<file path="config.mk">
export PLATFORM = sky130hd
export DESIGN_NAME = spi_count_order
export DESIGN_NICKNAME = d
export VERILOG_FILES = /design/src/pkg/spi_cnt_pkg.sv /design/src/pkg/shift_if.sv /design/src/rtl/spi_count_order.sv /design/src/rtl/spi_bit_shifter.sv
export SDC_FILE = /design/constraint.sdc
export NUM_CORES = 1
export LEC_CHECK = 0
export BUFFER_PORTS_ARGS = -buffer_cell sky130_fd_sc_hd__buf_2
export CAP_MARGIN = 15
export CORE_ASPECT_RATIO = 0.6
export CORE_MARGIN = 3
export CORE_UTILIZATION = 45
export CTS_BUF_LIST = sky130_fd_sc_hd__clkbuf_8 sky130_fd_sc_hd__clkbuf_16
export DETAILED_ROUTE_END_ITERATION = 8
export PLACE_DENSITY = 0.79
export SYNTH_ARGS = -nofsm -noshare
export SYNTH_HDL_FRONTEND = slang
export SYNTH_HIERARCHICAL = 1
export SYNTH_SLANG_ARGS = --single-unit
</file>
<file path="constraint.sdc">
create_clock -name mclk -period 3.1 [get_ports mclk]
set_input_delay 0.62 -clock mclk [delete_from_list [all_inputs] [get_ports mclk]]
set_output_delay 0.62 -clock mclk [all_outputs]
set_load 0.01 [all_outputs]
</file>
<file path="src/pkg/spi_cnt_pkg.sv">
// Constants shared by the transfer-counter block and its bit shifter.
// Assumes a 32-bit Avalon-MM slave with byte addresses, registers in the low byte.
`default_nettype none
package spi_cnt_pkg;
   // Bus geometry
   localparam int ADDR_W = 5;
   localparam int DATA_W = 32;
   // Register byte offsets
   localparam logic [ADDR_W-1:0] OFF_CONTROL   = 5'h00;
   localparam logic [ADDR_W-1:0] OFF_STATUS    = 5'h04;
   localparam logic [ADDR_W-1:0] OFF_CNT_LOWER = 5'h08;
   localparam logic [ADDR_W-1:0] OFF_CNT_UPPER = 5'h0C;
   localparam logic [ADDR_W-1:0] OFF_WIDTH     = 5'h10;
   localparam logic [ADDR_W-1:0] OFF_DATA      = 5'h14;
   localparam logic [ADDR_W-1:0] OFF_INT_STAT  = 5'h18;
   localparam logic [ADDR_W-1:0] OFF_INT_MASK  = 5'h1C;
   // Control register fields
   localparam int CTL_ENABLE    = 0;
   localparam int CTL_LOW_FIRST = 1;
   localparam int CTL_BYTE_MODE = 2;
   // Status and interrupt fields
   localparam int STAT_BUSY    = 0;
   localparam int INT_CNT_ZERO = 0;
   localparam int INT_RX_WORD  = 1;
   localparam int INT_W        = 2;
   // Counter geometry
   localparam int CNT_W   = 14;
   localparam int FIELD_W = 3;
   localparam int WORD_W  = 8;
   localparam int LEN_W   = 4;
   localparam logic [LEN_W-1:0]   FULL_WORD_LEN = 4'h8;
   localparam logic [FIELD_W-1:0] WIDTH_CODE_8  = 3'h0;
   // Reset values and counter step constants
   localparam logic [FIELD_W-1:0] FIELD_RESET = 3'h0;
   localparam logic [WORD_W-1:0]  BYTE_RESET  = 8'h00;
   localparam logic [INT_W-1:0]   INT_RESET   = 2'h0;
   localparam logic [CNT_W-1:0]   CNT_ONE     = 14'h0001;
   localparam logic [CNT_W-1:0]   CNT_ZERO    = 14'h0000;
endpackage
`default_nettype wire

</file>
<file path="src/pkg/shift_if.sv">
// Link between the register/counter logic and the serial bit shifter.
// Both ends run on mclk; nothing here crosses a clock domain.
`timescale 1ns/100ps
`default_nettype none
interface shift_if;
   import spi_cnt_pkg::*;
   logic              run;        // Counter nonzero and block enabled
   logic              lsb_first;  // Low bit leaves first
   logic [LEN_W-1:0]  word_len;   // Bits per word, 1 to 8
   logic [WORD_W-1:0] tx_word;    // Word to shift out, right aligned
   logic              bit_done;   // One-cycle pulse per sampled bit
   logic              word_done;  // One-cycle pulse per finished word
   logic [WORD_W-1:0] rx_word;    // Last received word, right aligned
   logic              sdo;        // Serial data out
   logic              sdo_oe;     // Drive enable for serial data out
   modport ctrl  (output run, lsb_first, word_len, tx_word,
                  input bit_done, word_done, rx_word, sdo, sdo_oe);
   modport shift (input run, lsb_first, word_len, tx_word,
                  output bit_done, word_done, rx_word, sdo, sdo_oe);
endinterface
`default_nettype wire

</file>
<file path="src/rtl/spi_count_order.sv">
// Transfer counter, width and bit-order control of a byte-oriented serial slave.
// Assumes an Avalon-MM master with waitrequest and a link clock far slower than mclk.
// Overview of operation
// - Order control: clear MSB first, set LSB
// - Bit mode: upper register is bits 13-11
// - Bit mode: width field is bits 2-0
// - Byte mode: upper register is bits 10-8
// - Byte mode: width codes 1-7, zero means 8
// - Bits 7-3 read zero, fields reset zero
// - Busy stays set during a transfer
// - Count zero flag when counter expires
//
// Implementation choices: the Avalon-MM slave port and the register addresses.
`timescale 1ns/100ps
`default_nettype none
module spi_count_order (
   // Clock and reset
   input  wire logic                             mclk,
   input  wire logic                             nrst,
   // Avalon-MM register slave
   input  wire logic [spi_cnt_pkg::ADDR_W-1:0]   avs_address,
   input  wire logic                             avs_read,
   input  wire logic                             avs_write,
   input  wire logic [spi_cnt_pkg::DATA_W-1:0]   avs_writedata,
   input  wire logic [3:0]                       avs_byteenable,
   output logic      [spi_cnt_pkg::DATA_W-1:0]   avs_readdata,
   output logic                                  avs_waitrequest,
   // Serial link
   input  wire logic                             sclk,
   input  wire logic                             ss_n,
   input  wire logic                             sdi,
   output logic                                  sdo,
   output logic                                  sdo_oe,
   // Interrupt
   output logic                                  irq
);
   import spi_cnt_pkg::*;

   shift_if sif ();

   logic                  enable_q;     // Block enable
   logic                  low_bit_first_select_q;
   logic                  byte_count_mode_q;
   logic [WORD_W-1:0]     lower_q;      // Counter lower register
   logic [FIELD_W-1:0]    upper_q;      // Counter upper register
   logic [FIELD_W-1:0]    width_q;      // Width register field
   logic [WORD_W-1:0]     tx_q;         // Word to send
   logic [WORD_W-1:0]     rx_q;         // Last word received
   logic [INT_W-1:0]      int_stat_q;   // Sticky event flags
   logic [INT_W-1:0]      int_stat_d;
   logic [INT_W-1:0]      int_mask_q;   // Interrupt enables
   logic                  busy_q;
   logic                  wait_q;
   logic [DATA_W-1:0]     rdata_q;
   logic [DATA_W-1:0]     rdata_d;
   logic                  irq_q;
   logic [CNT_W-1:0]      cnt;          // Counter as one number
   logic [CNT_W-1:0]      cnt_next;
   logic                  run;
   logic                  dec;          // Counter steps this cycle
   logic                  wr_fire;      // Write takes effect this edge
   logic                  wr_lane;      // Low byte lane written
   logic [INT_W-1:0]      events;

   // Assemble the counter from its registers for the current mode
   function automatic logic [CNT_W-1:0] count_of(input logic byte_count_mode,
                                                 input logic [FIELD_W-1:0] up,
                                                 input logic [WORD_W-1:0] lo,
                                                 input logic [FIELD_W-1:0] wd);
      if (byte_count_mode) begin
         count_of = {3'h0, up, lo};
      end else begin
         count_of = {up, lo, wd};
      end
   endfunction

   // Write strobe for one register offset
   function automatic logic wr_to(input logic [ADDR_W-1:0] off);
      wr_to = wr_fire && wr_lane && (avs_address == off);
   endfunction

   assign cnt      = count_of(byte_count_mode_q, upper_q, lower_q, width_q);
   assign cnt_next = cnt - CNT_ONE;
   assign run      = enable_q && (cnt != CNT_ZERO);
   // Bit mode counts each bit, byte mode each finished word
   assign dec      = run && (byte_count_mode_q ? sif.word_done : sif.bit_done);
   assign wr_fire  = avs_write && !wait_q;
   assign wr_lane  = avs_byteenable[0];

   // Feed the shifter
   assign sif.run       = run;
   assign sif.lsb_first = low_bit_first_select_q;
   assign sif.tx_word   = tx_q;

   always_comb begin
      if (byte_count_mode_q && (width_q != WIDTH_CODE_8)) begin
         sif.word_len = {1'b0, width_q};
      end else begin
         sif.word_len = FULL_WORD_LEN;
      end
   end

   spi_bit_shifter u_shifter (
      .mclk (mclk),
      .nrst (nrst),
      .sclk (sclk),
      .ss_n (ss_n),
      .sdi  (sdi),
      .sif  (sif.shift)
   );

   // Bus handshake: one wait cycle, then a single low cycle per request
   always_ff @(posedge mclk) begin
      if (!nrst) begin
         wait_q <= 1'b1;
      end else begin
         wait_q <= !((avs_read || avs_write) && wait_q);
      end
   end

   // order control resets clear
   // Control register; changes mid-word take effect at once
   always_ff @(posedge mclk) begin
      if (!nrst) begin
         enable_q               <= 1'b0;
         low_bit_first_select_q <= 1'b0;
         byte_count_mode_q      <= 1'b0;
      end else if (wr_to(OFF_CONTROL)) begin
         enable_q               <= avs_writedata[CTL_ENABLE];
         low_bit_first_select_q <= avs_writedata[CTL_LOW_FIRST];
         byte_count_mode_q      <= avs_writedata[CTL_BYTE_MODE];
      end
   end

   // fields reset to zero
   // Counter registers; a software write beats a same-cycle count step
   always_ff @(posedge mclk) begin
      if (!nrst) begin
         lower_q <= BYTE_RESET;
      end else if (wr_to(OFF_CNT_LOWER)) begin
         lower_q <= avs_writedata[WORD_W-1:0];
      end else if (dec) begin
         lower_q <= byte_count_mode_q ? cnt_next[7:0] : cnt_next[10:3];
      end
   end

   always_ff @(posedge mclk) begin
      if (!nrst) begin
         upper_q <= FIELD_RESET;
      end else if (wr_to(OFF_CNT_UPPER)) begin
         upper_q <= avs_writedata[FIELD_W-1:0];
      end else if (dec) begin
         upper_q <= byte_count_mode_q ? cnt_next[10:8] : cnt_next[13:11];
      end
   end

   // In byte mode the width stays put as the word length
   always_ff @(posedge mclk) begin
      if (!nrst) begin
         width_q <= FIELD_RESET;
      end else if (wr_to(OFF_WIDTH)) begin
         width_q <= avs_writedata[FIELD_W-1:0];
      end else if (dec && !byte_count_mode_q) begin
         width_q <= cnt_next[FIELD_W-1:0];
      end
   end

   // Transmit and receive words
   always_ff @(posedge mclk) begin
      if (!nrst) begin
         tx_q <= BYTE_RESET;
         rx_q <= BYTE_RESET;
      end else begin
         if (wr_to(OFF_DATA)) begin
            tx_q <= avs_writedata[WORD_W-1:0];
         end
         if (sif.word_done) begin
            rx_q <= sif.rx_word;
         end
      end
   end

   always_ff @(posedge mclk) begin
      if (!nrst) begin
         busy_q <= 1'b0;
      end else begin
         busy_q <= run;
      end
   end

   always_comb begin
      events               = INT_RESET;
      events[INT_CNT_ZERO] = dec && (cnt == CNT_ONE);
      events[INT_RX_WORD]  = sif.word_done;
      int_stat_d           = int_stat_q;
      if (wr_to(OFF_INT_STAT)) begin
         int_stat_d = int_stat_q & ~avs_writedata[INT_W-1:0];
      end
      // Set beats a same-cycle clear so no event is lost
      int_stat_d = int_stat_d | events;
   end

   // Sticky flags, mask and level interrupt
   always_ff @(posedge mclk) begin
      if (!nrst) begin
         int_stat_q <= INT_RESET;
         int_mask_q <= INT_RESET;
         irq_q      <= 1'b0;
      end else begin
         int_stat_q <= int_stat_d;
         if (wr_to(OFF_INT_MASK)) begin
            int_mask_q <= avs_writedata[INT_W-1:0];
         end
         irq_q <= |(int_stat_d & int_mask_q);
      end
   end

   // upper bits read zero
   // Read mux; unmapped offsets read zero
   always_comb begin
      rdata_d = '0;
      unique case (avs_address)
         OFF_CONTROL: begin
            rdata_d[CTL_ENABLE]    = enable_q;
            rdata_d[CTL_LOW_FIRST] = low_bit_first_select_q;
            rdata_d[CTL_BYTE_MODE] = byte_count_mode_q;
         end
         OFF_STATUS:    rdata_d[STAT_BUSY]        = busy_q;
         OFF_CNT_LOWER: rdata_d[WORD_W-1:0]       = lower_q;
         OFF_CNT_UPPER: rdata_d[FIELD_W-1:0]      = upper_q;
         OFF_WIDTH:     rdata_d[FIELD_W-1:0]      = width_q;
         OFF_DATA:      rdata_d[WORD_W-1:0]       = rx_q;
         OFF_INT_STAT:  rdata_d[INT_W-1:0]        = int_stat_q;
         OFF_INT_MASK:  rdata_d[INT_W-1:0]        = int_mask_q;
         default:       rdata_d                   = '0;
      endcase
   end

   // Read data captured in the wait cycle, stands when waitrequest drops
   always_ff @(posedge mclk) begin
      if (!nrst) begin
         rdata_q <= '0;
      end else if (avs_read && wait_q) begin
         rdata_q <= rdata_d;
      end
   end

   assign avs_readdata    = rdata_q;
   assign avs_waitrequest = wait_q;
   assign irq             = irq_q;
   assign sdo             = sif.sdo;
   assign sdo_oe          = sif.sdo_oe;
endmodule
`default_nettype wire

</file>
<file path="src/rtl/spi_bit_shifter.sv">
// Slave-side bit shifter: samples the link pins and moves one word at a time.
// Assumes link clock idles low, data sampled on rising and driven after falling edge.
`timescale 1ns/100ps
`default_nettype none
module spi_bit_shifter (
   // Clock and reset
   input  wire logic mclk,
   input  wire logic nrst,
   // Link pins, asynchronous to mclk
   input  wire logic sclk,
   input  wire logic ss_n,
   input  wire logic sdi,
   // Control side
   shift_if.shift    sif
);
   import spi_cnt_pkg::*;

   logic [2:0]        sclk_q;    // Two sync stages plus edge history
   logic [1:0]        ss_n_q;    // Two sync stages
   logic [1:0]        sdi_q;     // Two sync stages
   logic [LEN_W-1:0]  bit_cnt_q; // Bits taken in the current word
   logic [WORD_W-1:0] sh_q;      // Shift register
   logic [WORD_W-1:0] sh_d;      // Shift register after one more bit
   logic [FIELD_W-1:0] top_idx;  // Index of the highest bit of a word
   logic              sel;       // Selected and allowed to run
   logic              rise;      // Link clock rising edge
   logic              fall;      // Link clock falling edge
   logic              last;      // This bit ends the word
   logic              bit_d_q;
   logic              word_d_q;
   logic [WORD_W-1:0] rx_q;
   logic              sdo_q;
   logic              sdo_oe_q;

   // Mask keeping the low len bits of a word
   function automatic logic [WORD_W-1:0] len_mask(input logic [LEN_W-1:0] len);
      len_mask = 8'hFF >> (FULL_WORD_LEN - len);
   endfunction

   // Pin synchronisers; stage 0 feeds only stage 1
   always_ff @(posedge mclk) begin
      if (!nrst) begin
         sclk_q <= 3'h0;
         ss_n_q <= 2'h3;
         sdi_q  <= 2'h0;
      end else begin
         sclk_q <= {sclk_q[1:0], sclk};
         ss_n_q <= {ss_n_q[0], ss_n};
         sdi_q  <= {sdi_q[0], sdi};
      end
   end

   assign rise    = sclk_q[1] & ~sclk_q[2];
   assign fall    = ~sclk_q[1] & sclk_q[2];
   assign sel     = ~ss_n_q[1] & sif.run;
   assign top_idx = FIELD_W'(sif.word_len - 4'h1);
   assign last    = (bit_cnt_q == sif.word_len - 4'h1);

   // Next shift value; the order decides where the new bit enters
   always_comb begin
      if (sif.lsb_first) begin
         sh_d          = sh_q >> 1;
         sh_d[top_idx] = sdi_q[1];
      end else begin
         sh_d = {sh_q[WORD_W-2:0], sdi_q[1]};
      end
   end

   // Bit counting and shifting; a deselect drops any partial word
   always_ff @(posedge mclk) begin
      if (!nrst) begin
         bit_cnt_q <= 4'h0;
         sh_q      <= BYTE_RESET;
      end else if (!sel) begin
         bit_cnt_q <= 4'h0;
         sh_q      <= sif.tx_word;
      end else if (rise) begin
         if (last) begin
            bit_cnt_q <= 4'h0;
            sh_q      <= sif.tx_word;
         end else begin
            bit_cnt_q <= bit_cnt_q + 4'h1;
            sh_q      <= sh_d;
         end
      end
   end

   // Event pulses and received word
   always_ff @(posedge mclk) begin
      if (!nrst) begin
         bit_d_q  <= 1'b0;
         word_d_q <= 1'b0;
         rx_q     <= BYTE_RESET;
      end else begin
         bit_d_q  <= sel & rise;
         word_d_q <= sel & rise & last;
         if (sel && rise && last) begin
            rx_q <= sh_d & len_mask(sif.word_len);
         end
      end
   end

   // order picks out bit
   // Output bit changes only on a falling edge or while sel is low, so the master samples a stable level
   always_ff @(posedge mclk) begin
      if (!nrst) begin
         sdo_q    <= 1'b0;
         sdo_oe_q <= 1'b0;
      end else begin
         sdo_oe_q <= ~ss_n_q[1];
         if (!sel || fall) begin
            sdo_q <= sif.lsb_first ? sh_q[0] : sh_q[top_idx];
         end
      end
   end

   assign sif.bit_done  = bit_d_q;
   assign sif.word_done = word_d_q;
   assign sif.rx_word   = rx_q;
   assign sif.sdo       = sdo_q;
   assign sif.sdo_oe    = sdo_oe_q;
endmodule
`default_nettype wire

</file>
==> metrics.yaml <==
die_area_um2: 11400
dp_hpwl_um: 9310
wl_um: 12400
path_max_fanout: 10
grt.total_usage_pct: 21.8
ys_warn_count: 6
max-vdd-ir-drop_mv: 0.299
hold_slack_ps: 408
clock-sinks: 79
r2r-end: "u_shifter/sif.rx_word[7]"
cp_top_family: "simple AND/OR/NAND/NOR gates"
yosysUniqueCellTypes: 76
synth_top_cell_by_area: "dfxtp_1"
hold_depth: 1
fin_crit_sh_pct: 92.2
io_pins: 84
root_buffer: "clkbuf_16"
p_sw_mw: 0.485
fin_ws_ps: 242
clkTransAtPathRegs_ps: 60
hold_start: "u_shifter/ss_n_q[0]"
drt_first_pass_iters: 5
p_leak_nw: 1.93
top_layer_used: "met4"
final_cell_area_um2: 5020
tns_ps: 0
synth_edf_count: 0
clockPowerShare_pct: 47.7
initial_utilization_pct: 47.9
wl_per_cell_um: 18.8
nets: 586
drt_iter0_markers: 410
fillers: 880
regToRegStartpoint: "byte_count_mode_q"
yosysTopAreaCellShare_pct: 34.8
path_cells: "mux2i_1 > ha_1 > nor3b_1 > o2111ai_1 > and2_1 > nand4bb_1 > or3_1 > nor3_1 > buf_4 > a32o_1"
wl_met1_um: 5880
power_mw: 2.18
run_status: "completed"
required_ps: 3380
post_cts_resized: 0
syn-cell-area_um2: 4550
grt_start_max_net_pins: 41
yosys_most_used_dff: "dfxtp_1"
vias_per_cell: 6.02
cts_tree: "yes"
first_global_vias: 3604
dr_total_vias: 3982
final_core_util_pct: 52.9
overflow: 0
power_frac_seq_pct: 47.2
crit_start: "byte_count_mode_q"
hold_buffers: 0
cp-end-kind: "flip-flop"
wl_met2_um: 4910
syn2layout_area_growth_pct: 10.5
fmax_mhz: 350
drv_slew: 0
slew_headroom_pct: 45.3
fp.dieH_um: 83.9
drive_gt1_share_pct: 15.8
criticalPathCategory: "flip-flop to flip-flop"
ant_nets: 0
post_cts_buffers: 0
internal_power_mw: 1.69
max-cap-violations: 0
coreArea_um2: 9490
rsz0062_at_grt: "no"
drc: 0
syn-mean-instance-area_um2: 9.02
p_per_area_nw_per_um2: 433
num_rows: 27
clkLatencyLatePin_ps: 340
place_area_um2: 4740
die_w_um: 136
syn-instance-count: 504
antenna_found_initial: 0
cts_max_level: 3
pre_cts_ws_ps: 337
hold_viol: 0
p_sw_share_pct: 22.3
setup_viol: 0
seq_area_frac_synth_pct: 34.8
startpoint_type: "flip-flop"
antenna_cells: 0
ys_ff_latch: 79
synthTopCellsByArea: "dfxtp_1 35%, mux2i_1 6.4%, nor2b_1 5.5%, buf_4 4.3%, ha_1 2.5%"
period_needed_ps: 2860
numCtsBuffers: 9
hp-class: "flip-flop to flip-flop"
port-buffer-count: 32
finalNonFillerCells: 662
slowest_stage: "dfxtp_1"
holdPathEnd: "u_shifter/ss_n_q[1]"
gp_congestion: 0.967
path_buf_inv: 1
async_reset_ff_share_pct: 0
skew_ps: 5.11
cts_buffer_depth: 2
max_stage_delay_ps: 540
reg2reg_depth: 10
critPathArrivalTime_ps: 3140
dp.cells: 648
grt_pass1_wl_um: 19400
combinationalPowerShare_pct: 5.1
dr_wl_met3_um: 1550
worst_pin_slew_ps: 814
rrSetupSlack_ps: 240
-- cells in the final DEF (no fill, tap or decap), types with 7 or more instances in the layout --
| master | count |
|---|---|
| nor4_1 | 7 |
| buf_2 | 32 |
| and2_1 | 12 |
| or3_1 | 8 |
| ha_1 | 9 |
| mux2i_1 | 29 |
| a31oi_1 | 10 |
| conb_1 | 24 |
| clkbuf_16 | 9 |
| buf_4 | 16 |
| a21oi_1 | 14 |
| a22oi_1 | 8 |
| nand3_1 | 13 |
| nor3_1 | 9 |
| nand2_1 | 22 |
| o211ai_1 | 7 |
| xor2_1 | 10 |
| inv_1 | 16 |
| dfxtp_1 | 79 |
| nor2_1 | 21 |
| o21ai_0 | 20 |
| nor2b_1 | 40 |
| mux2_2 | 7 |
-- power by group through the flow --
| stage | logic (mW) | clock network [mW] | registers, mW |
|---|---|---|---|
| after floorplan | 0.0906 | 0 | 1.05 |
| after global placement | 0.104 | 0 | 1.05 |
| after detailed placement | 0.107 | 0 | 1.05 |
| after CTS | 0.108 | 1.05 | 1.03 |
| after global routing | 0.121 | 1.10 | 1.03 |
| final | 0.110 | 1.04 | 1.03 |
-- cells in the mapped netlist, types with 7 or more instances --
library cell	n
nor4_1	7
nand2_1	22
ha_1	9
nor3_1	9
and2_1	12
o211ai_1	7
a21oi_1	14
o21ai_0	20
nand3_1	13
a22oi_1	8
inv_1	16
buf_2	8
or3_1	8
a31oi_1	10
mux2i_1	29
xor2_1	10
nor2_1	21
mux2_2	7
dfxtp_1	79
buf_4	26
clkbuf_1	20
nor2b_1	40
-- how the worst max path moves through the flow --
stage,end,slack [ps],cells after the start
after floorplan,u_shifter/sh_q[0],30,14
after global placement,u_shifter/sh_q[3],380,9
after detailed placement,u_shifter/sh_q[3],340,9
after CTS,u_shifter/sh_q[3],320,9
after global routing,u_shifter/sh_q[3],60,9
final,u_shifter/sif.rx_word[7],240,10
-- metal layers --
metal	track usage [%]	vias to the layer above
met5	0	-
met4	4.48	0
met3	7.59	17
met2	28.8	226
met1	33.5	1886
li1	-	1853
-- state kept, by name, summed over array words and instances (netlist names), 4 cells and up --
signal / flops
avs_readdata: 8
lower_q: 8
rx_q: 8
sif.tx_word: 8
u_shifter/sh_q: 8
u_shifter/sif.rx_word: 8
u_shifter/bit_cnt_q: 4
-- kinds of logic (layout without fill, tap and decap cells) --
kind of cell    after synthesis  in the layout  synth area share [%]
flops                        79             79                  34.8
xor+xnor                     18             18                  3.96
simple gates                171            171                  22.0
mux                          38             38                  9.11
other cells                   1             24                0.0825
buf+inv                      74             79                  8.81
fa+ha+maj                     9              9                  2.48
compound gates              114            114                  18.8
-- layout make-up --
type | count | area (um^2) | area share (%)
multi-input cells | 374 | 2650 | 52.7
flip-flops and latches | 79 | 1580 | 31.5
repair buffers | 48 | 280 | 5.58
clock buffers | 10 | 239 | 4.76
well taps | 130 | 163 | 3.24
inverters | 17 | 63.8 | 1.27
clock inverters | 4 | 47.5 | 0.946
Power figures use the tool's default switching activity.
